`src/core/lnbr_defines.vh`:
```
`ifndef LNBR_DEFINES_VH
`define LNBR_DEFINES_VH

// register indices
`define LNBR_OFS_PRIMARY 8'h00
`define LNBR_OFS_SECONDARY 8'h01

// primary register fields
`define LNBR_BIT_BUS_CTRL 7
`define LNBR_BIT_LIGHT_LOAD 6
`define LNBR_BIT_SPARE 5
`define LNBR_LVL_MSB 4
`define LNBR_LVL_LSB 1
`define LNBR_BIT_DBL_TONE 0

// secondary register fields
`define LNBR_BIT_TONE_SWING 7
`define LNBR_BIT_OUT_EN 3

// reset values
`define LNBR_RST_PRIMARY 8'h08
`define LNBR_RST_SECONDARY 8'h08
`define LNBR_RST_LEVEL 4'h4

// level codes chosen by the pins when bus control is off
`define LNBR_PIN_LVL_HH 4'he
`define LNBR_PIN_LVL_HL 4'h6
`define LNBR_PIN_LVL_LH 4'hc
`define LNBR_PIN_LVL_LL 4'h4

`define LNBR_BYTE_ZERO 8'h00

`endif

```
`src/core/lnbr_regs.v`:
```
`timescale 1ns/10ps
`include "lnbr_defines.vh"
module lnbr_regs (
  input wire CORE_CLK, // core clock, 100 MHz
  input wire RSTN, // async reset, active low
  input wire SCL_PIN, // bus clock pin, also a level select in pin mode
  input wire EN_PIN, // enable pin
  input wire VCTRL_PIN, // voltage select pin
  input wire WR_ARMED, // protocol engine: data byte lsb is on the bus
  input wire [7:0] WR_ADDR, // register index of the pending write
  input wire [7:0] WR_DATA, // data byte of the pending write
  input wire [7:0] RD_ADDR, // register index to read
  output reg [7:0] RD_DATA, // read data, one cycle after RD_ADDR
  output reg WR_DONE, // pulse: write committed
  output reg WR_REFUSED, // pulse: write to unmapped index dropped
  output reg BUS_CONTROL, // level owned by register
  output reg LIGHT_LOAD_FORCED, // forced fixed-frequency switching
  output reg DOUBLE_RATE_TONE, // external double-rate tone passed through
  output reg TONE_SWING_HIGH, // high tone amplitude
  output reg [3:0] LEVEL_CODE, // level code to the regulator core
  output reg OUT_ENABLE // antenna supply output enabled
);
  wire [2:0] pins_sync;
  reg scl_prev_q;
  reg [7:0] primary_q;
  reg [7:0] primary_d;
  reg [7:0] secondary_q;
  reg [7:0] secondary_d;
  reg [3:0] level_d;
  reg enable_d;
  reg [7:0] rd_d;
  wire scl_s;
  wire en_s;
  wire vctrl_s;
  wire scl_fall;
  wire commit;
  wire hit_primary;
  wire hit_secondary;
  wire wr_primary;
  wire wr_secondary;
  wire wr_mapped;
  wire bus_ctrl_bit;
  wire light_load_bit;
  wire dbl_tone_bit;
  wire swing_bit;
  wire out_en_bit;
  wire [3:0] level_bits;

  lnbr_sync #(
    .WIDTH(3)
  ) u_sync (
    .clk(CORE_CLK),
    .rst_n(RSTN),
    .async_in({SCL_PIN, EN_PIN, VCTRL_PIN}),
    .sync_out(pins_sync)
  );

  assign scl_s = pins_sync[2];
  assign en_s = pins_sync[1];
  assign vctrl_s = pins_sync[0];

  // engine arms on the lsb; the byte lands on the bus clock falling edge
  assign scl_fall = scl_prev_q & ~scl_s;
  assign commit = WR_ARMED & scl_fall;
  assign hit_primary = (WR_ADDR == `LNBR_OFS_PRIMARY);
  assign hit_secondary = (WR_ADDR == `LNBR_OFS_SECONDARY);

  assign wr_primary = commit & hit_primary;
  assign wr_secondary = commit & hit_secondary;
  assign wr_mapped = wr_primary | wr_secondary;

  // committed field values, named once for the output stages
  assign bus_ctrl_bit = primary_q[`LNBR_BIT_BUS_CTRL];
  assign light_load_bit = primary_q[`LNBR_BIT_LIGHT_LOAD];
  assign dbl_tone_bit = primary_q[`LNBR_BIT_DBL_TONE];
  assign level_bits = primary_q[`LNBR_LVL_MSB:`LNBR_LVL_LSB];
  assign swing_bit = secondary_q[`LNBR_BIT_TONE_SWING];
  assign out_en_bit = secondary_q[`LNBR_BIT_OUT_EN];

  always @* begin
    primary_d = primary_q;
    secondary_d = secondary_q;
    if (commit && hit_primary) begin
      primary_d = WR_DATA;
    end
    if (commit && hit_secondary) begin
      secondary_d = WR_DATA;
    end
  end

  // pin mode level follows the logic table; uses committed register values
  always @* begin
    if (primary_q[`LNBR_BIT_BUS_CTRL]) begin
      level_d = primary_q[`LNBR_LVL_MSB:`LNBR_LVL_LSB];
      enable_d = secondary_q[`LNBR_BIT_OUT_EN];
    end else begin
      case ({scl_s, vctrl_s})
        2'b11: level_d = `LNBR_PIN_LVL_HH;
        2'b10: level_d = `LNBR_PIN_LVL_HL;
        2'b01: level_d = `LNBR_PIN_LVL_LH;
        default: level_d = `LNBR_PIN_LVL_LL;
      endcase
      // enable pin low forces the output off in pin mode
      enable_d = en_s & secondary_q[`LNBR_BIT_OUT_EN];
    end
  end

  always @* begin
    case (RD_ADDR)
      `LNBR_OFS_PRIMARY: rd_d = primary_q;
      `LNBR_OFS_SECONDARY: rd_d = secondary_q;
      default: rd_d = `LNBR_BYTE_ZERO;
    endcase
  end

  // idle low so the first synced high after reset is no false fall
  always @(posedge CORE_CLK or negedge RSTN) begin
    if (!RSTN) begin
      scl_prev_q <= 1'b0;
    end else begin
      scl_prev_q <= scl_s;
    end
  end

  always @(posedge CORE_CLK or negedge RSTN) begin
    if (!RSTN) begin
      primary_q <= `LNBR_RST_PRIMARY;
    end else begin
      primary_q <= primary_d;
    end
  end

  always @(posedge CORE_CLK or negedge RSTN) begin
    if (!RSTN) begin
      secondary_q <= `LNBR_RST_SECONDARY;
    end else begin
      secondary_q <= secondary_d;
    end
  end

  // outputs registered; bit 5 deliberately drives nothing
  always @(posedge CORE_CLK or negedge RSTN) begin
    if (!RSTN) begin
      RD_DATA <= `LNBR_BYTE_ZERO;
    end else begin
      RD_DATA <= rd_d;
    end
  end

  always @(posedge CORE_CLK or negedge RSTN) begin
    if (!RSTN) begin
      WR_DONE <= 1'b0;
    end else begin
      WR_DONE <= wr_mapped;
    end
  end

  // unmapped index: byte dropped, engine still told
  always @(posedge CORE_CLK or negedge RSTN) begin
    if (!RSTN) begin
      WR_REFUSED <= 1'b0;
    end else begin
      WR_REFUSED <= commit & ~(hit_primary | hit_secondary);
    end
  end

  always @(posedge CORE_CLK or negedge RSTN) begin
    if (!RSTN) begin
      BUS_CONTROL <= 1'b0;
    end else begin
      BUS_CONTROL <= bus_ctrl_bit;
    end
  end

  always @(posedge CORE_CLK or negedge RSTN) begin
    if (!RSTN) begin
      LIGHT_LOAD_FORCED <= 1'b0;
    end else begin
      LIGHT_LOAD_FORCED <= light_load_bit;
    end
  end

  always @(posedge CORE_CLK or negedge RSTN) begin
    if (!RSTN) begin
      DOUBLE_RATE_TONE <= 1'b0;
    end else begin
      DOUBLE_RATE_TONE <= dbl_tone_bit;
    end
  end

  always @(posedge CORE_CLK or negedge RSTN) begin
    if (!RSTN) begin
      TONE_SWING_HIGH <= 1'b0;
    end else begin
      TONE_SWING_HIGH <= swing_bit;
    end
  end

  // level_d already picks register code or pin table
  always @(posedge CORE_CLK or negedge RSTN) begin
    if (!RSTN) begin
      LEVEL_CODE <= `LNBR_RST_LEVEL;
    end else begin
      LEVEL_CODE <= level_d;
    end
  end

  // held off in reset until the enable pin has been synced
  always @(posedge CORE_CLK or negedge RSTN) begin
    if (!RSTN) begin
      OUT_ENABLE <= 1'b0;
    end else begin
      OUT_ENABLE <= enable_d;
    end
  end
endmodule // lnbr_regs

```
`src/core/lnbr_sync.v`:
```
`timescale 1ns/10ps
module lnbr_sync #(
  parameter WIDTH = 1
) (
  input wire clk, // sampling clock
  input wire rst_n, // async reset, active low
  input wire [WIDTH-1:0] async_in, // signals from outside the domain
  output reg [WIDTH-1:0] sync_out // synchronised copy
);
  reg [WIDTH-1:0] meta_q;

  // first stage is read only by the second stage
  always @(posedge clk or negedge rst_n) begin
    if (!rst_n) begin
      meta_q <= {WIDTH{1'b0}};
      sync_out <= {WIDTH{1'b0}};
    end else begin
      meta_q <= async_in;
      sync_out <= meta_q;
    end
  end
endmodule // lnbr_sync
```
`config.mk`:
```
export PLATFORM = sky130hd
export DESIGN_NAME = lnbr_regs
export DESIGN_NICKNAME = d
export VERILOG_FILES = /design/src/core/lnbr_regs.v /design/src/core/lnbr_sync.v
export VERILOG_INCLUDE_DIRS = /design/src /design/src/core
export SDC_FILE = /design/constraint.sdc
export NUM_CORES = 1
export LEC_CHECK = 0
export ABC_AREA = 1
export BUFFER_PORTS_ARGS = -buffer_cell sky130_fd_sc_hd__buf_2
export CORE_MARGIN = 5
export CORE_UTILIZATION = 54
export DETAILED_ROUTE_END_ITERATION = 16
export PLACE_DENSITY = 0.94
export SKIP_LAST_GASP = 1
export SLEW_MARGIN = 20
export SYNTH_ARGS = -nofsm -noshare
export SYNTH_HDL_FRONTEND = slang
export SYNTH_SLANG_ARGS = --single-unit
```
`constraint.sdc`:
```
create_clock -name CORE_CLK -period 3 [get_ports CORE_CLK]
set_clock_uncertainty 0.05 [all_clocks]
set_input_delay 0 -clock CORE_CLK [delete_from_list [all_inputs] [get_ports CORE_CLK]]
set_output_delay 0 -clock CORE_CLK [all_outputs]
set_load 0.05 [all_outputs]
```
==> results.yml <==
sta:
  fmax_mhz: 641
  fin_crit_ns: 1.56
  setup_tns_ns: 0
  setup_viol: 0
  rsz0062_at_grt: "no"
  hold_slack_ns: 0.0179
  min_period_over_period_pct: 52.0
  worst_slew_pin_slew_ns: 0.867
  slew_headroom_pct: 42.2
  finalHoldViolCount: 0
  slew_violations: 0
  postLayoutSetupSlackWorst_ns: 1.44
clocking:
  cts_resized: 0
  root_buffer: "clkbuf_4"
  cts_inserted_buffers: 5
  path_clk_slew_ns: 0.11
  htreeDepth: 2
  clk-insertion-delay-late_ns: 0.34
  tritoncts: "yes"
  clock-sinks: 42
  cts_buffer_depth: 2
worst_setup_path:
  cp_common_cell: "dlygate4sd3_1"
  crit_path_start_kind: "input pin"
  rrSetupSlack_ns: 1.54
  r2r_cells: 4
  setup.worst_path.end_class: "register"
  slowest_delay_ns: 0.75
  crit_fanout: 8
  r2r_start: "u_sync.sync_out[2]"
  crit_chain: "dlygate4sd3_1 > buf_2 > nor3_2 > dlygate4sd3_1 > nand3_1 > nand2_1"
  cp_slowest_cell: "dlygate4sd3_1"
  r2r_end: "secondary_q[2]"
  worst_ep_required_time_ns: 3.23
  worstSetupPathType: "input pin to register"
  worstPathArrival_ns: 1.79
flow_run:
  cap_violations: 0
outcome:
  status: "completed"
drt:
  first_pass_iters: 5
  routedWlPerCell_microns: 12.7
  routed.top_layer: "met4"
  dr_wl_met2_microns: 1810
  wl_met1_microns: 1240
  drc_errors: 0
  final_antenna_net_count: 0
  met3_length_microns: 276
  viasPerCell: 4.92
  drt_iter0_markers: 66
  vias: 1309
  drt_wl_total_microns: 3390
worst_hold_path:
  hold_path_startpoint: "WR_ADDR[4]"
  hold_depth: 6
  whs_endpoint: "primary_q[3]"
  hold_class: "input pin to register"
cells_and_area:
  num_antenna_cells: 0
  syn_to_final_growth_pct: 28.9
  fillCellCount: 231
  regArea_sq_mm: 0.00105
  final_util_pct: 70.5
  nets: 262
  multi_input_area_sq_um: 514
  drive_gt1_share_pct: 30.0
synth:
  synth_seq_cells: 42
  yosysSeqAreaShare_pct: 64.7
  async_flop_share_pct: 100
  yosys.area.top_type: "dfrtp_1"
  netlist_top_cells_count: "nand2_1 (61), dfrtp_1 (39), nand3_1 (26)"
  synth_enable_flop_cells: 0
  yosysMostFrequentCell: "nand2_1"
  synth_ff_type: "dfrtp_1"
  yosys.area.top_type_share_pct: 59.9
  avgSynthCellArea_sq_um: 9.93
  synthCells: 164
  synth.distinct_cells: 17
  yosysWarnings: 0
  synthesis.nets: 194
  ys_top_cells_by_area: "dfrtp_1 (60%), nand2_1 (14%), nand3_1 (8.0%)"
  syn_area_sq_mm: 0.00163
place:
  hpwl_microns: 2290
  place.gp.congestion: 0.802
  numPortBuffers: 48
  place_ws_ns: 1.60
power_and_ir_drop:
  p_seq_share_pct: 61.7
  p_sw_share_pct: 23.3
  pwr-share-clk_pct: 29.7
  powerDensity_mw_per_mm2: 450
  ir_drop_mv: 0.319
  leakagePower_nw: 1.26
  p_int_uw: 724
  power.total_uw: 944
  combPwrFrac_pct: 8.6
  switching_power_uw: 220
global_route:
  track_usage_pct: 17.9
  antenna_found_initial: 0
  grt_max_degree: 43
  globalRouteOverflowTotal: 0
  grt_pass1_wl_microns: 5680
  grt_pass1_vias: 1307
die:
  die_w_microns: 64.9
  pin_count: 49
  die_area_sq_mm: 0.00422
  start_util_pct: 54.7
  core-area_sq_mm: 0.00298
  rows: 20
  die_h_microns: 64.9
cell type report:
cell class	instances	area share, %
Clock buffer	7	2.62
Tap cell	33	1.97
Multi-Input combinational cell	108	24.5
Timing Repair Buffer	62	18.1
Inverter	13	2.32
Clock inverter	1	0.238
Sequential cell	42	50.2
routing by layer:
metal,global-route usage [%],vias to the layer above
li1,-,648
met1,20.8,600
met2,30.9,56
met3,3.81,5
met4,9.23,0
met5,0,-
critical path, delay by kind of cell:
kind          cells  cell delay (ns)
simple gates      3             0.39
buf+inv           3             1.41
power by group through the flow:
stage / registers [mW] / clock network, mW / logic (mW)
floorplan: 0.603 / 0 / 0.0202
global placement: 0.592 / 0 / 0.0664
detailed placement: 0.593 / 0 / 0.0687
CTS: 0.582 / 0.285 / 0.0821
global route: 0.584 / 0.313 / 0.0912
finish: 0.582 / 0.280 / 0.0812
timing repair:
| action | in CTS | in global routing |
|---|---|---|
| hold endpoints to repair | 66 | 0 |
| buffers inserted | 0 | 0 |
| hold buffers | 14 | 0 |
cell families after synthesis:
family	count (synthesis)	share of synthesized area (%)
flip-flops	42	64.7
AO/OA/AOI/OAI	2	0.768
AND/OR/NAND/NOR	106	30.8
buffers and inverters	14	3.69
placed cells by master (no fill, tap or decap):
cell type / synthesis / routed
o21ai_0: 1 / 1
clkbuf_4: 0 / 5
nor2_1: 7 / 7
dfrtp_1: 39 / 39
nand2_4: 2 / 2
nand3_2: 1 / 1
nor3_2: 1 / 1
buf_2: 0 / 48
nand2_1: 61 / 61
nor2_4: 2 / 2
clkinv_2: 0 / 1
clkbuf_8: 0 / 1
nor2_2: 3 / 3
or2_2: 1 / 1
nand2_2: 1 / 1
dfstp_2: 3 / 3
dlygate4sd3_1: 0 / 14
nor2_8: 1 / 1
o21a_1: 1 / 1
inv_1: 13 / 13
clkbuf_1: 0 / 1
nand3_1: 26 / 26
stage by stage:
step | cells | area, sq um
after floorplan | 164 | 1630
after global placement | 244 | 1900
after detailed placement | 244 | 1900
after CTS | 266 | 2100
after global routing | 266 | 2100
final | 266 | 2100
how the worst max path moves through the flow:
| stage | cells past startpoint | end | from |
|---|---|---|---|
| finish | 6 | RD_DATA[7] | RD_ADDR[3] |
| global route | 6 | RD_DATA[6] | RD_ADDR[3] |
| CTS | 6 | RD_DATA[7] | RD_ADDR[3] |
| detailed placement | 4 | secondary_q[2] | u_sync.sync_out[2] |
| global placement | 4 | secondary_q[7] | u_sync.sync_out[2] |
| floorplan | 4 | secondary_q[0] | u_sync.sync_out[2] |
flip-flops by register name, indices dropped and copies added (netlist names):
| name | count |
|---|---|
| primary_q | 8 |
| RD_DATA | 8 |
| LIGHT_LOAD_FORCED | 1 |
| secondary_q | 8 |
| BUS_CONTROL | 1 |
| DOUBLE_RATE_TONE | 1 |
| u_sync.meta_q | 3 |
| OUT_ENABLE | 1 |
| u_sync.sync_out | 3 |
| LEVEL_CODE | 4 |
| TONE_SWING_HIGH | 1 |
| WR_DONE | 1 |
| WR_REFUSED | 1 |
| scl_prev_q | 1 |
(Power assumes the default switching activity.)
